`config.mk`:
```
export PLATFORM = sky130hd
export DESIGN_NAME = pmw_ctrl
export DESIGN_NICKNAME = d
export VERILOG_FILES = /design/src/hw/pmw_pkg.sv /design/src/hw/pmw_sync.sv /design/src/hw/pmw_ctrl.sv
export VERILOG_INCLUDE_DIRS = /design/src /design/src/hw
export SDC_FILE = /design/constraint.sdc
export NUM_CORES = 1
export LEC_CHECK = 0
export ABC_CLOCK_PERIOD_IN_PS = 5500
export BUFFER_PORTS_ARGS = -buffer_cell sky130_fd_sc_hd__buf_2
export CORE_AREA = 2 2 85 168
export DETAILED_ROUTE_END_ITERATION = 16
export DIE_AREA = 0 0 87 170
export PLACE_DENSITY = 0.78
export SYNTH_ARGS = -nofsm -noshare
export SYNTH_HDL_FRONTEND = slang
export SYNTH_HIERARCHICAL = 1
export SYNTH_SLANG_ARGS = --single-unit
```
`constraint.sdc`:
```
create_clock -name clk -period 5.5 [get_ports clk]
set_clock_uncertainty 0.05 [all_clocks]
set_input_delay 1.375 -clock clk [delete_from_list [all_inputs] [get_ports clk]]
set_output_delay 1.375 -clock clk [all_outputs]
set_load 0.01 [all_outputs]
```
`src/hw/pmw_consts.svh`:
```
// Constants for the power mode and wake-up controller: offsets, fields, resets, timing.
// Assumes inclusion by bare name from the design files; holds definitions only.
// Function
// - Select code 111 moves system onto slow clock.
// - Slow switch completes only with slow oscillator stable.
// - Codes 000 to 110 pick divided fast clock.
// - Fast oscillator restart reported through stable flag.
// - Halt with both holds clear enters sleep.
// - Halt with only slow hold enters low-clock idle.
// - Halt with both holds set enters dual-clock idle.
// - Halt with only fast hold enters high-clock idle.
// - Power-down keeps memory, registers and ports intact.
// - Halt sets power-down flag, clears timeout flag.
// - Halt clears watchdog; counting follows watchdog enable.
// - Power-up and watchdog clear clear power-down flag.
// - Watchdog overflow wakes, sets timeout, resets PC/SP.
// - Wake on pin fall, interrupt or watchdog overflow.
// - Per-pin wake enable; falling edge wakes device.
// - Pin wake resumes after the halt instruction.
// - Masked or stack-full interrupt wake resumes after halt.
// - Enabled interrupt with free stack gets normal response.
// - Interrupt already pending at halt cannot wake.
// - Three-bit select maps fast divisors and slow clock.
// - Fast stable flag reads zero, then one when stable.
// - New clock applies after the switching delay.
`ifndef PMW_CONSTS_SVH
`define PMW_CONSTS_SVH

// Register byte offsets on the AXI4-Lite bus.
`define PMW_OFF_SYS_CLK_CTRL 8'h00
`define PMW_OFF_HS_OSC_CTRL 8'h04
`define PMW_OFF_STATUS 8'h08
`define PMW_OFF_PA_WAKE 8'h0c
`define PMW_OFF_PB_WAKE 8'h10

// Field positions.
`define PMW_SEL_MSB 7
`define PMW_SEL_LSB 5
`define PMW_HS_HOLD_BIT 1
`define PMW_LS_HOLD_BIT 0
`define PMW_HS_STABLE_BIT 1
`define PMW_HS_EN_BIT 0

// Reset values and the slow clock select code.
`define PMW_SEL_RST 3'h0
`define PMW_HS_EN_RST 1'b1
`define PMW_SEL_SLOW 3'h7

// Timing: periods in ns as printed, cycle counts derived from the 100 ns clock.
`define PMW_CLK_PERIOD_NS 100
`define PMW_HS_PERIOD_NS 250
`define PMW_LS_PERIOD_NS 31250
`define PMW_HS_CYC ((`PMW_HS_PERIOD_NS + `PMW_CLK_PERIOD_NS - 1) / `PMW_CLK_PERIOD_NS)
`define PMW_LS_CYC ((`PMW_LS_PERIOD_NS + `PMW_CLK_PERIOD_NS - 1) / `PMW_CLK_PERIOD_NS)
`define PMW_SW_SYS_PERIODS 4

`endif

```
`src/hw/pmw_pkg.sv`:
```
// Types shared by the power mode and wake-up controller.
// Assumes nothing beyond a SystemVerilog compiler.
package pmw_pkg;
    typedef enum logic [1:0] {
        PMW_ST_RUN,
        PMW_ST_SWITCH,
        PMW_ST_HALTED,
        PMW_ST_WAKE
    } pmw_state_e;

    typedef enum logic [1:0] {
        PMW_CAUSE_NONE,
        PMW_CAUSE_PIN,
        PMW_CAUSE_IRQ,
        PMW_CAUSE_WDT
    } pmw_cause_e;
endpackage

```
`src/hw/pmw_sync.sv`:
```
// Two-stage synchroniser for a bundle of asynchronous levels.
// Assumes each bit is an independent level; multi-bit values are not coherent.
`timescale 1ns/1ps
module pmw_sync #(
    parameter int W = 1
) (
    input wire logic clk,
    input wire logic rst_n,
    input wire logic [W-1:0] d,
    output logic [W-1:0] q
);
    logic [W-1:0] meta_q;

    // The first stage feeds only the second stage.
    always_ff @(posedge clk) begin
        if (!rst_n) begin
            meta_q <= '0;
            q <= '0;
        end else begin
            meta_q <= d;
            q <= meta_q;
        end
    end
endmodule

```
`src/hw/pmw_ctrl.sv`:
```
// Operating mode, clock select and wake-up controller with an AXI4-Lite register port.
// Assumes the core pulses halt and watchdog-clear for one cycle, and that oscillator
// ready levels and port pins arrive asynchronously.
//
// Implementation choices: register access over AXI4-Lite and the address map.
`timescale 1ns/1ps
`include "pmw_consts.svh"
module pmw_ctrl #(
    parameter int N_IRQ = 4,
    parameter int PIN_W = 8
) (
    input wire logic clk,
    input wire logic rst_n,
    input wire logic [7:0] s_axi_awaddr,
    input wire logic s_axi_awvalid,
    output logic s_axi_awready,
    input wire logic [31:0] s_axi_wdata,
    input wire logic [3:0] s_axi_wstrb,
    input wire logic s_axi_wvalid,
    output logic s_axi_wready,
    output logic [1:0] s_axi_bresp,
    output logic s_axi_bvalid,
    input wire logic s_axi_bready,
    input wire logic [7:0] s_axi_araddr,
    input wire logic s_axi_arvalid,
    output logic s_axi_arready,
    output logic [31:0] s_axi_rdata,
    output logic [1:0] s_axi_rresp,
    output logic s_axi_rvalid,
    input wire logic s_axi_rready,
    input wire logic halt_instr,
    input wire logic watchdog_clear_instr,
    input wire logic wdt_enable,
    input wire logic wdt_overflow,
    input wire logic [N_IRQ-1:0] irq_req,
    input wire logic [N_IRQ-1:0] irq_enable,
    input wire logic stack_full,
    input wire logic [PIN_W-1:0] port_a_pins,
    input wire logic [PIN_W-1:0] port_b_pins,
    input wire logic hs_osc_ready,
    input wire logic ls_osc_ready,
    output logic hs_osc_on,
    output logic ls_osc_on,
    output logic sub_clk_en,
    output logic sys_clk_en,
    output logic [2:0] sys_clk_sel,
    output logic cpu_run,
    output logic power_down_flag,
    output logic watchdog_timeout_flag,
    output logic wdt_counter_clear,
    output logic wdt_run,
    output logic pc_sp_reset,
    output logic resume_after_halt,
    output logic irq_response
);
    import pmw_pkg::*;

    localparam logic [15:0] HS_CYC = 16'(`PMW_HS_CYC);
    localparam logic [15:0] LS_CYC = 16'(`PMW_LS_CYC);

    pmw_state_e st_q;
    pmw_cause_e cause_q;
    logic [2:0] sel_reg_q;
    logic hs_hold_q, ls_hold_q, hs_en_q, hs_flag_q;
    logic [PIN_W-1:0] pa_wake_q, pb_wake_q, pa_prev_q, pb_prev_q;
    logic [N_IRQ-1:0] irq_armed_q;
    logic [15:0] sw_cnt_q;
    logic [2:0] sw_tgt_q;
    logic [1:0] ready_s;
    logic [2*PIN_W-1:0] pins_s;
    logic hs_rdy_s, ls_rdy_s;
    logic [PIN_W-1:0] pa_s, pb_s;
    logic take_halt, pin_wake, wdt_wake, cur_src_ok;
    logic [N_IRQ-1:0] irq_wake;
    logic wr_go, rd_hit;
    logic [7:0] aw_addr_q, ar_addr;
    logic [31:0] w_data_q, rd_val;
    logic aw_have_q, w_have_q, w_lane0_q;

    // Oscillator ready levels and port pins come from other clocks.
    pmw_sync #(.W(2)) u_sync_rdy (
        .clk(clk),
        .rst_n(rst_n),
        .d({hs_osc_ready, ls_osc_ready}),
        .q(ready_s)
    );
    pmw_sync #(.W(2*PIN_W)) u_sync_pins (
        .clk(clk),
        .rst_n(rst_n),
        .d({port_a_pins, port_b_pins}),
        .q(pins_s)
    );
    assign hs_rdy_s = ready_s[1];
    assign ls_rdy_s = ready_s[0];
    assign pa_s = pins_s[2*PIN_W-1:PIN_W];
    assign pb_s = pins_s[PIN_W-1:0];

    // Clock period of one select code in controller cycles.
    function automatic logic [15:0] sel_cyc(input logic [2:0] code);
        if (code == `PMW_SEL_SLOW) begin
            return LS_CYC;
        end
        return 16'(HS_CYC << code);
    endfunction

    // Worst-case switch delay: four current periods plus 1.5 current and 0.5 target.
    function automatic logic [15:0] sw_delay(input logic [2:0] cur, input logic [2:0] tgt);
        logic [17:0] c, t;
        c = {2'b00, sel_cyc(cur)};
        t = {2'b00, sel_cyc(tgt)};
        return 16'((18'(`PMW_SW_SYS_PERIODS * 2 + 3) * c + t + 18'h1) >> 1);
    endfunction

    // Wake detection: enabled falling pin edges, fresh interrupts, watchdog overflow.
    assign pin_wake = |((pa_prev_q & ~pa_s & pa_wake_q) | (pb_prev_q & ~pb_s & pb_wake_q));
    assign irq_wake = irq_req & irq_armed_q;
    assign wdt_wake = wdt_overflow;
    assign take_halt = halt_instr && (st_q == PMW_ST_RUN || st_q == PMW_ST_SWITCH);
    assign cur_src_ok = (sys_clk_sel == `PMW_SEL_SLOW) ? ls_rdy_s : hs_rdy_s;

    // Previous pin levels for edge detection, read from the second sync stage.
    always_ff @(posedge clk) begin
        if (!rst_n) begin
            pa_prev_q <= '0;
            pb_prev_q <= '0;
        end else begin
            pa_prev_q <= pa_s;
            pb_prev_q <= pb_s;
        end
    end

    // Mode sequencer. A select change waits for the target source, then the delay.
    always_ff @(posedge clk) begin
        if (!rst_n) begin
            st_q <= PMW_ST_RUN;
            sys_clk_sel <= `PMW_SEL_RST;
            sw_tgt_q <= `PMW_SEL_RST;
            sw_cnt_q <= 16'h0000;
            cause_q <= PMW_CAUSE_NONE;
            irq_armed_q <= '0;
        end else begin
            case (st_q)
                PMW_ST_RUN: begin
                    if (take_halt) begin
                        st_q <= PMW_ST_HALTED;
                        irq_armed_q <= ~irq_req;
                    end else if (sel_reg_q != sys_clk_sel) begin
                        st_q <= PMW_ST_SWITCH;
                        sw_tgt_q <= sel_reg_q;
                        sw_cnt_q <= sw_delay(sys_clk_sel, sel_reg_q);
                    end
                end
                PMW_ST_SWITCH: begin
                    if (take_halt) begin
                        // The pending change is retried from the run state after wake-up.
                        st_q <= PMW_ST_HALTED;
                        irq_armed_q <= ~irq_req;
                    end else if (sw_tgt_q == `PMW_SEL_SLOW && !ls_rdy_s) begin
                        sw_cnt_q <= sw_cnt_q;
                    end else if (sw_tgt_q != `PMW_SEL_SLOW && !hs_rdy_s) begin
                        sw_cnt_q <= sw_cnt_q;
                    end else if (sw_cnt_q > 16'h0001) begin
                        sw_cnt_q <= sw_cnt_q - 16'h0001;
                    end else begin
                        sys_clk_sel <= sw_tgt_q;
                        st_q <= PMW_ST_RUN;
                    end
                end
                PMW_ST_HALTED: begin
                    // Watchdog has top priority, then interrupts, then pins.
                    if (wdt_wake) begin
                        cause_q <= PMW_CAUSE_WDT;
                        st_q <= PMW_ST_WAKE;
                    end else if (|irq_wake) begin
                        cause_q <= PMW_CAUSE_IRQ;
                        st_q <= PMW_ST_WAKE;
                    end else if (pin_wake) begin
                        cause_q <= PMW_CAUSE_PIN;
                        st_q <= PMW_ST_WAKE;
                    end
                end
                PMW_ST_WAKE: begin
                    if (cur_src_ok) begin
                        st_q <= PMW_ST_RUN;
                    end
                end
                default: begin
                    st_q <= PMW_ST_RUN;
                end
            endcase
        end
    end

    // Clock and oscillator outputs follow the state; the core clock gating keeps
    // memory, registers and ports frozen without any reset of them.
    always_ff @(posedge clk) begin
        if (!rst_n) begin
            hs_osc_on <= 1'b1;
            ls_osc_on <= 1'b1;
            sub_clk_en <= 1'b1;
            sys_clk_en <= 1'b1;
            cpu_run <= 1'b1;
            wdt_run <= 1'b0;
        end else begin
            wdt_run <= wdt_enable;
            if (st_q == PMW_ST_HALTED) begin
                hs_osc_on <= hs_hold_q;
                ls_osc_on <= ls_hold_q | wdt_enable;
                sub_clk_en <= ls_hold_q;
                sys_clk_en <= (ls_hold_q && sys_clk_sel == `PMW_SEL_SLOW) ||
                    (hs_hold_q && sys_clk_sel != `PMW_SEL_SLOW);
                cpu_run <= 1'b0;
            end else begin
                hs_osc_on <= hs_en_q || sys_clk_sel != `PMW_SEL_SLOW ||
                    (st_q == PMW_ST_SWITCH && sw_tgt_q != `PMW_SEL_SLOW);
                ls_osc_on <= 1'b1;
                sub_clk_en <= 1'b1;
                sys_clk_en <= (st_q != PMW_ST_WAKE) || cur_src_ok;
                cpu_run <= (st_q != PMW_ST_WAKE);
            end
        end
    end

    // Fast oscillator stable flag drops when the oscillator is stopped and follows the ready level once it is on.
    always_ff @(posedge clk) begin
        if (!rst_n) begin
            hs_flag_q <= 1'b0;
        end else if (!hs_osc_on) begin
            hs_flag_q <= 1'b0;
        end else begin
            hs_flag_q <= hs_rdy_s;
        end
    end

    // Status flags: the halt set wins over a watchdog clear in the same cycle.
    always_ff @(posedge clk) begin
        if (!rst_n) begin
            power_down_flag <= 1'b0;
            watchdog_timeout_flag <= 1'b0;
        end else begin
            if (take_halt) begin
                power_down_flag <= 1'b1;
                watchdog_timeout_flag <= 1'b0;
            end else if (watchdog_clear_instr) begin
                power_down_flag <= 1'b0;
            end
            if (st_q == PMW_ST_HALTED && wdt_wake) begin
                watchdog_timeout_flag <= 1'b1;
            end
        end
    end

    // One-cycle pulses towards the core and watchdog.
    always_ff @(posedge clk) begin
        if (!rst_n) begin
            wdt_counter_clear <= 1'b0;
            pc_sp_reset <= 1'b0;
            resume_after_halt <= 1'b0;
            irq_response <= 1'b0;
        end else begin
            wdt_counter_clear <= take_halt || watchdog_clear_instr;
            pc_sp_reset <= 1'b0;
            resume_after_halt <= 1'b0;
            irq_response <= 1'b0;
            if (st_q == PMW_ST_WAKE && cur_src_ok) begin
                pc_sp_reset <= (cause_q == PMW_CAUSE_WDT);
                resume_after_halt <= (cause_q == PMW_CAUSE_PIN) ||
                    (cause_q == PMW_CAUSE_IRQ && (stack_full || !(|(irq_req & irq_enable))));
                irq_response <= (cause_q == PMW_CAUSE_IRQ) && !stack_full &&
                    (|(irq_req & irq_enable));
            end
        end
    end

    // AXI4-Lite write side: address and data are latched independently.
    assign wr_go = aw_have_q && w_have_q && !s_axi_bvalid;
    always_ff @(posedge clk) begin
        if (!rst_n) begin
            aw_have_q <= 1'b0;
            w_have_q <= 1'b0;
            aw_addr_q <= 8'h00;
            w_data_q <= 32'h0000_0000;
            w_lane0_q <= 1'b0;
            s_axi_awready <= 1'b0;
            s_axi_wready <= 1'b0;
            s_axi_bvalid <= 1'b0;
            s_axi_bresp <= 2'b00;
        end else begin
            s_axi_awready <= !aw_have_q && !(s_axi_awvalid && s_axi_awready);
            s_axi_wready <= !w_have_q && !(s_axi_wvalid && s_axi_wready);
            if (s_axi_awvalid && s_axi_awready) begin
                aw_have_q <= 1'b1;
                aw_addr_q <= s_axi_awaddr;
            end
            if (s_axi_wvalid && s_axi_wready) begin
                w_have_q <= 1'b1;
                w_data_q <= s_axi_wdata;
                w_lane0_q <= s_axi_wstrb[0]; // Strobes are only valid alongside wvalid.
            end
            if (wr_go) begin
                aw_have_q <= 1'b0;
                w_have_q <= 1'b0;
                s_axi_bvalid <= 1'b1;
                s_axi_bresp <= (aw_addr_q[7:2] <= `PMW_OFF_PB_WAKE >> 2) ? 2'b00 : 2'b10;
            end else if (s_axi_bvalid && s_axi_bready) begin
                s_axi_bvalid <= 1'b0;
            end
        end
    end

    // Register storage. Only byte lane 0 carries fields.
    always_ff @(posedge clk) begin
        if (!rst_n) begin
            sel_reg_q <= `PMW_SEL_RST;
            hs_hold_q <= 1'b0;
            ls_hold_q <= 1'b0;
            hs_en_q <= `PMW_HS_EN_RST;
            pa_wake_q <= '0;
            pb_wake_q <= '0;
        end else if (wr_go && w_lane0_q) begin
            case ({aw_addr_q[7:2], 2'b00})
                `PMW_OFF_SYS_CLK_CTRL: begin
                    sel_reg_q <= w_data_q[`PMW_SEL_MSB:`PMW_SEL_LSB];
                    hs_hold_q <= w_data_q[`PMW_HS_HOLD_BIT];
                    ls_hold_q <= w_data_q[`PMW_LS_HOLD_BIT];
                end
                `PMW_OFF_HS_OSC_CTRL: hs_en_q <= w_data_q[`PMW_HS_EN_BIT];
                `PMW_OFF_PA_WAKE: pa_wake_q <= w_data_q[PIN_W-1:0];
                `PMW_OFF_PB_WAKE: pb_wake_q <= w_data_q[PIN_W-1:0];
                default: begin
                end
            endcase
        end
    end

    // Read mux; the status word shows flags, wake cause, state and the active clock select.
    assign ar_addr = {s_axi_araddr[7:2], 2'b00};
    always_comb begin
        rd_hit = 1'b1;
        rd_val = 32'h0000_0000;
        case (ar_addr)
            `PMW_OFF_SYS_CLK_CTRL: rd_val = {24'h000000, sel_reg_q, 3'h0, hs_hold_q, ls_hold_q};
            `PMW_OFF_HS_OSC_CTRL: rd_val = {30'h0, hs_flag_q, hs_en_q};
            `PMW_OFF_STATUS: rd_val = {23'h000000, sys_clk_sel, st_q, cause_q,
                                       watchdog_timeout_flag, power_down_flag};
            `PMW_OFF_PA_WAKE: rd_val = 32'(pa_wake_q);
            `PMW_OFF_PB_WAKE: rd_val = 32'(pb_wake_q);
            default: rd_hit = 1'b0;
        endcase
    end

    // Read side answers one cycle after the address is taken.
    always_ff @(posedge clk) begin
        if (!rst_n) begin
            s_axi_arready <= 1'b0;
            s_axi_rvalid <= 1'b0;
            s_axi_rdata <= 32'h0000_0000;
            s_axi_rresp <= 2'b00;
        end else begin
            s_axi_arready <= !s_axi_rvalid && !(s_axi_arvalid && s_axi_arready);
            if (s_axi_arvalid && s_axi_arready) begin
                s_axi_rvalid <= 1'b1;
                s_axi_rdata <= rd_val;
                s_axi_rresp <= rd_hit ? 2'b00 : 2'b10;
            end else if (s_axi_rvalid && s_axi_rready) begin
                s_axi_rvalid <= 1'b0;
            end
        end
    end

    logic halted_2;
    logic halted_prev_q;

    // Remembers the last state so the mode checks skip the entry cycle.
    always_ff @(posedge clk) begin
        if (!rst_n) begin
            halted_prev_q <= 1'b0;
        end else begin
            halted_prev_q <= st_q == PMW_ST_HALTED;
        end
    end
    assign halted_2 = st_q == PMW_ST_HALTED && halted_prev_q;
endmodule

```
==> flow_metrics.env, run 1 <==
export IMPL_worstPathRequired_ns=5.73
export IMPL_cts_buffers=17
export IMPL_clkPwrFrac=0.458
export IMPL_final_area_mm2=0.00826
export IMPL_finalNetCount=1007
export IMPL_hold_class="reg -> reg"
export IMPL_swShare=0.230
export IMPL_crit_path_end_kind="flip-flop"
export IMPL_dp_cells=1014
export IMPL_grt_pass1_wl_mm=27.6
export IMPL_status="complete, no violations"
export IMPL_worst_pin_slew_ns=0.990
export IMPL_placed_cell_area_mm2=0.00769
export IMPL_synthFlopType="dfxtp_1"
export IMPL_postCtsResizedCells=0
export IMPL_gr_usage_all_layers=0.238
export IMPL_routed_wl_mm=17.1
export IMPL_clk_latency_ns=0.42
export IMPL_max_slew_margin=0.335
export IMPL_synth_area_leader_cell="dfxtp_1"
export IMPL_combPwrFrac=0.060
export IMPL_drtIter0Drc=358
export IMPL_setup_tns_ns=0
export IMPL_detailedPlace_worstSlack_ns=0.846
export IMPL_post_cts_repair_setup_buffers=0
export IMPL_grt_pass1_vias=5862
export IMPL_cts_hold_fix_buffers=0
export IMPL_fin_total_pwr_w=0.00239
export IMPL_root_buffer="clkbuf_16"
export IMPL_period_share=0.852
export IMPL_synth_edf_count=0
export IMPL_crit_type="reg -> reg"
export IMPL_yosysMostFrequentCell="dfxtp_1"
export IMPL_drive_gt1_frac=0.198
export IMPL_register_area_mm2=0.00300
export IMPL_ys_warn_count=6
export IMPL_switching_power_w=0.000550
export IMPL_antenna_cells=0
export IMPL_p_int_w=0.00184
export IMPL_rows=60
export IMPL_chipHeight_um=170
export IMPL_avgSynthCellArea_um2=9.08
export IMPL_ys_async_sr_fraction=0
export IMPL_vdd_drop_max_uv=267
export IMPL_io_pins=146
export IMPL_synth_common_cells="150 x dfxtp_1, 72 x nand2_1, 68 x nor2_1"
export IMPL_setup_viol=0
export IMPL_fin_ws_ns=0.814
export IMPL_grt_max_degree=72
export IMPL_drv_cap=0
export IMPL_period_needed_ns=4.69
export IMPL_leakagePower_nw=3.45
export IMPL_cts_sinks=150
export IMPL_fill_cells=1130
export IMPL_power_share_sequential=0.482
export IMPL_dp_hpwl_mm=12.6
export IMPL_cts_tree="built"
export IMPL_ant_nets=0
export IMPL_powerDensity_mw_per_mm2=289
export IMPL_core_area_mm2=0.0134
export IMPL_die_area_mm2=0.0148
export IMPL_multi_input_area_mm2=0.00388
export IMPL_antenna_found_initial=0
export IMPL_syn_cell_area_mm2=0.00725
export IMPL_critPathArrivalTime_ns=4.92
export IMPL_rsz0062_at_grt="no"
export IMPL_synth_top_area_frac=0.414
export IMPL_vias=5940
export IMPL_start_util=0.540
export IMPL_fin_cells=1045
export IMPL_cp_max_fo=10
export IMPL_wire_per_inst_um=16.4
export IMPL_grt_ovfl_total=0
export IMPL_clk_pin_slew_ns=0.06
export IMPL_portBuffers=89
export IMPL_area_growth_pct=13.9
export IMPL_die_x_um=87
export IMPL_drcViolationCount=0
export IMPL_viasPerCell=5.68
export IMPL_finalMaxSlewViolations=0
export IMPL_ctsHtreeMaxLevel=4
export IMPL_synth_seq_area_share=0.414
export IMPL_synthDistinctLibCells=66
export IMPL_cts_buffer_depth=2
export IMPL_synth_area_leaders="dfxtp_1 41%, ha_1 5.2%, mux2i_1 4.1%"
export IMPL_hold_viol_final=0
export IMPL_fmax_mhz=213
export IMPL_synth_seq_cells=150
export IMPL_start_kind="flip-flop"
export IMPL_gp_congestion=0.884
export IMPL_netlist_instances=799
export IMPL_first_pass_iters=6
==> through the flow <==
step | hold WS (ns) | utilization
after global placement | 0.365 | 0.572
after CTS | 0.381 | 0.615
final | 0.380 | 0.615
after detailed placement | 0.368 | 0.572
after floorplan | 0.356 | -
after global routing | 0.393 | 0.615
==> routing by layer <==
metal,up-vias,GRT usage,share of wire
met5,-,0,0
met4,0,0.149,0.059
met3,58,0.0456,0.036
met2,187,0.431,0.54
met1,2817,0.243,0.37
li1,2878,-,-
==> power by group through the flow <==
stage	Sequential [W]	Clock (W)	Combinational, W
floorplan	0.00117	0	0.000104
CTS	0.00115	0.00111	0.000143
global route	0.00116	0.00116	0.000160
global placement	0.00117	0	0.000140
detailed placement	0.00117	0	0.000142
finish	0.00115	0.00110	0.000143
==> registers in the layout, summed over array words and instances (netlist names), 3 cells and up <==
register / count
w_data_q: 8
pa_prev_q: 8
pa_wake_q: 8
sw_tgt_q: 3
u_sync_pins/meta_q: 16
sw_cnt_q: 16
pb_wake_q: 8
sys_clk_sel: 3
pb_prev_q: 8
s_axi_rdata: 9
irq_armed_q: 4
u_sync_pins/q: 16
sel_reg_q: 3
aw_addr_q: 6
==> critical path: stages (launching register included) <==
cell	delay, ns
dfxtp_1	0.52
ha_1	0.38
nand2_1	0.34
o21ai_0	0.38
ha_1	0.24
inv_1	0.05
fa_1	0.49
fa_1	0.55
inv_1	0.05
ha_1	0.36
a21oi_1	0.17
o22ai_1	0.14
a211oi_1	0.39
nor3_1	0.11
a31oi_1	0.21
o22ai_1	0.11
==> final timing paths <==
kind,from,end,slack [ns],depth (start not counted)
worst max-delay path,sys_clk_sel[1],sw_cnt_q[11],0.81,15
worst min-delay path,u_sync_rdy/meta_q[0],u_sync_rdy/q[0],0.38,1
worst max register to register,sys_clk_sel[1],sw_cnt_q[11],0.81,15
worst min register to register,u_sync_rdy/meta_q[0],u_sync_rdy/q[0],0.38,1
==> logic make-up after synthesis <==
kind of cell,synth area share
simple gates,0.237
fa+ha+maj,0.0766
other cells,0.000517
xor+xnor,0.0266
mux,0.0492
flops,0.414
compound gates,0.131
buf+inv,0.0650
==> cells in the final DEF, fill, tap and decap left out, types with 11 or more instances in the layout <==
master	netlist	routed
a211oi_1	11	11
a21oi_1	49	49
and2_1	27	27
and2_2	33	33
buf_2	2	89
clkbuf_16	0	17
conb_1	1	25
dfxtp_1	150	150
ha_1	30	30
inv_1	36	36
mux2i_1	30	30
nand2_1	72	72
nand2b_1	11	11
nand3_1	13	13
nand3b_1	20	20
nor2_1	68	68
nor3_1	18	18
o21ai_0	30	30
xnor2_1	11	11
xor2_1	11	11
==> layout make-up <==
| cell class | count | area share |
|---|---|---|
| clock buffer | 21 | 0.0570 |
| clock inverter | 10 | 0.0120 |
| inverter | 37 | 0.0168 |
| multi-input combinational | 579 | 0.470 |
| sequential | 150 | 0.364 |
| tap | 155 | 0.0235 |
| timing repair buffer | 93 | 0.0576 |
Power figures use the tool's default switching activity.
==> run 2: changes to the inputs <==
--- a/config.mk
+++ b/config.mk
@@ -9,6 +9,7 @@
 export ABC_CLOCK_PERIOD_IN_PS = 5500
 export BUFFER_PORTS_ARGS = -buffer_cell sky130_fd_sc_hd__buf_2
 export CORE_AREA = 2 2 85 168
+export CTS_BUF_LIST = sky130_fd_sc_hd__clkbuf_4 sky130_fd_sc_hd__clkbuf_8
 export DETAILED_ROUTE_END_ITERATION = 16
 export DIE_AREA = 0 0 87 170
 export PLACE_DENSITY = 0.78
==> run 2 against run 1 <==
  * Register-to-register slack gained 0.03 ns
  * Wire length shrank 1.4%
  * Utilization shrank 1.4 points
  * Critical path type unchanged
  * Largest cell class unchanged
  * Largest power group unchanged
==> flow_metrics.env, run 2 (synthesis results as in run 1) <==
export IMPL_holdPathEnd="u_sync_rdy/q[0]"
export IMPL_fin_ws_ns=0.843
export IMPL_rows=60
export IMPL_setup_viol=0
export IMPL_start_util=0.540
export IMPL_grt_max_degree=72
export IMPL_ant_nets=0
export IMPL_io_pins=146
export IMPL_post_cts_repair_setup_buffers=0
export IMPL_viasPerCell=5.66
export IMPL_cts_sinks=150
export IMPL_layout_common_cells="150 x dfxtp_1, 89 x buf_2, 72 x nand2_1"
export IMPL_worstPathRequired_ns=5.77
export IMPL_regToRegSetupSlack_ns=0.84
export IMPL_crit_type="reg -> reg"
export IMPL_fin_util=0.601
export IMPL_period_share=0.847
export IMPL_portBuffers=89
export IMPL_multi_input_area_mm2=0.00388
export IMPL_powerDensity_mw_per_mm2=259
export IMPL_vdd_drop_max_uv=256
export IMPL_dp_hpwl_mm=12.6
export IMPL_finalMaxSlewViolations=0
export IMPL_area_growth_pct=11.3
export IMPL_wire_per_inst_um=16.2
export IMPL_chipHeight_um=170
export IMPL_start_kind="flip-flop"
export IMPL_cts_buffer_depth=2
export IMPL_hold_viol_final=0
export IMPL_cp_slowest_stage_delay_ns=0.55
export IMPL_antenna_found_initial=0
export IMPL_fill_cells=1159
export IMPL_drtIter0Drc=314
export IMPL_critPathArrivalTime_ns=4.93
export IMPL_fin_total_pwr_w=0.00209
export IMPL_cp_max_fo=10
export IMPL_fmax_mhz=215
export IMPL_cts_buffers=17
export IMPL_placed_cell_area_mm2=0.00769
export IMPL_setup_tns_ns=0
export IMPL_max_slew_margin=0.298
export IMPL_ctsHtreeMaxLevel=4
export IMPL_grt_pass1_vias=5835
export IMPL_path_cells="ha_1 > nand2_1 > o21ai_0 > ha_1 > inv_1 > fa_1 > fa_1 > inv_1 > ha_1 > a21oi_1 > o22ai_1 > a211oi_1 > nor3_1 > a31oi_1 > o22ai_1"
export IMPL_mostFrequentLayoutCell="dfxtp_1"
export IMPL_drv_cap=0
export IMPL_leakagePower_nw=3.36
export IMPL_worst_r2r_path_depth=15
export IMPL_cpMaxStageDelayCell="fa_1"
export IMPL_die_area_mm2=0.0148
export IMPL_finalNetCount=1007
export IMPL_status="complete, no violations"
export IMPL_drcViolationCount=0
export IMPL_largestRegisters="sw_cnt_q x16, u_sync_pins/meta_q x16, u_sync_pins/q x16"
export IMPL_crit_path_frequent_cell="ha_1"
export IMPL_crit_path_end_kind="flip-flop"
export IMPL_timing_rr_start="sys_clk_sel[1]"
export IMPL_final_area_mm2=0.00807
export IMPL_period_needed_ns=4.66
export IMPL_gr_usage_all_layers=0.237
export IMPL_rsz0062_at_grt="no"
export IMPL_detailedPlace_worstSlack_ns=0.846
export IMPL_worstHoldStart="u_sync_rdy/meta_q[0]"
export IMPL_grt_pass1_wl_mm=27.3
export IMPL_r2r_end="sw_cnt_q[11]"
export IMPL_drive_gt1_frac=0.199
export IMPL_die_x_um=87
export IMPL_hold_class="reg -> reg"
export IMPL_clk_latency_ns=0.44
export IMPL_vias=5916
export IMPL_grt_ovfl_total=0
export IMPL_routed_wl_mm=16.9
export IMPL_worst_pin_slew_ns=1.04
export IMPL_core_area_mm2=0.0134
export IMPL_gp_congestion=0.884
export IMPL_cts_hold_fix_buffers=0
export IMPL_register_area_mm2=0.00300
export IMPL_postCtsResizedCells=0
export IMPL_first_pass_iters=5
export IMPL_cts_tree="built"
export IMPL_hold_path_depth=1
export IMPL_antenna_cells=0
export IMPL_clk_pin_slew_ns=0.09
export IMPL_root_buffer="clkbuf_8"
-- run 2: cell types whose count changed in the layout (fill, tap and decap cells not counted) --
| cell | before | now |
|---|---|---|
| clkbuf_16 | 17 | 0 |
| clkbuf_1 | 1 | 0 |
| clkbuf_4 | 0 | 1 |
| clkbuf_8 | 3 | 20 |
-- run 2: worst max path at each step --
stage,startpoint,end,slack [ns],cells after the start
finish,sys_clk_sel[1],sw_cnt_q[11],0.84,15
global route,sys_clk_sel[1],sw_cnt_q[11],0.49,15
CTS,sys_clk_sel[1],sw_cnt_q[11],0.82,15
detailed placement,sys_clk_sel[1],sw_cnt_q[11],0.85,15
floorplan,sys_clk_sel[1],sw_cnt_q[11],1.46,16
global placement,sys_clk_sel[1],sw_cnt_q[11],0.90,15
-- run 2: per-layer routing --
layer	routed length, um	vias up	global-route usage
met4	968	0	0.143
met1	6060	2781	0.237
met3	683	65	0.0470
met2	9170	197	0.434
met5	0	-	0
li1	-	2873	-
-- run 2: where the power goes --
| group | internal [W] | switching [W] |
|---|---|---|
| sequential | 0.00112 | 0.0000293 |
| clock | 0.000399 | 0.000403 |
| combinational | 0.0000597 | 0.0000831 |
-- run 2: worst max-delay path: cells and delay by family (launching register included) --
| family | cells | cell delay, ns |
|---|---|---|
| adders and majority gates | 5 | 2.02 |
| AOI/OAI and AO/OA | 6 | 1.36 |
| DFF | 1 | 0.54 |
| and+or+nand+nor | 2 | 0.44 |
| buffers and inverters | 2 | 0.10 |
-- run 2: final cells by class --
class / instances / area share
Clock buffer: 21 / 0.0350
Sequential cell: 150 / 0.372
Clock inverter: 10 / 0.0122
Tap cell: 155 / 0.0240
Multi-Input combinational cell: 579 / 0.481
Timing Repair Buffer: 93 / 0.0589
Inverter: 37 / 0.0172
-- run 2: stage by stage --
stage               std cells  hold WS (ns)
floorplan                 823         0.356
global placement         1014         0.365
detailed placement       1014         0.368
CTS                      1045         0.389
global route             1045         0.403
finish                   1045         0.387
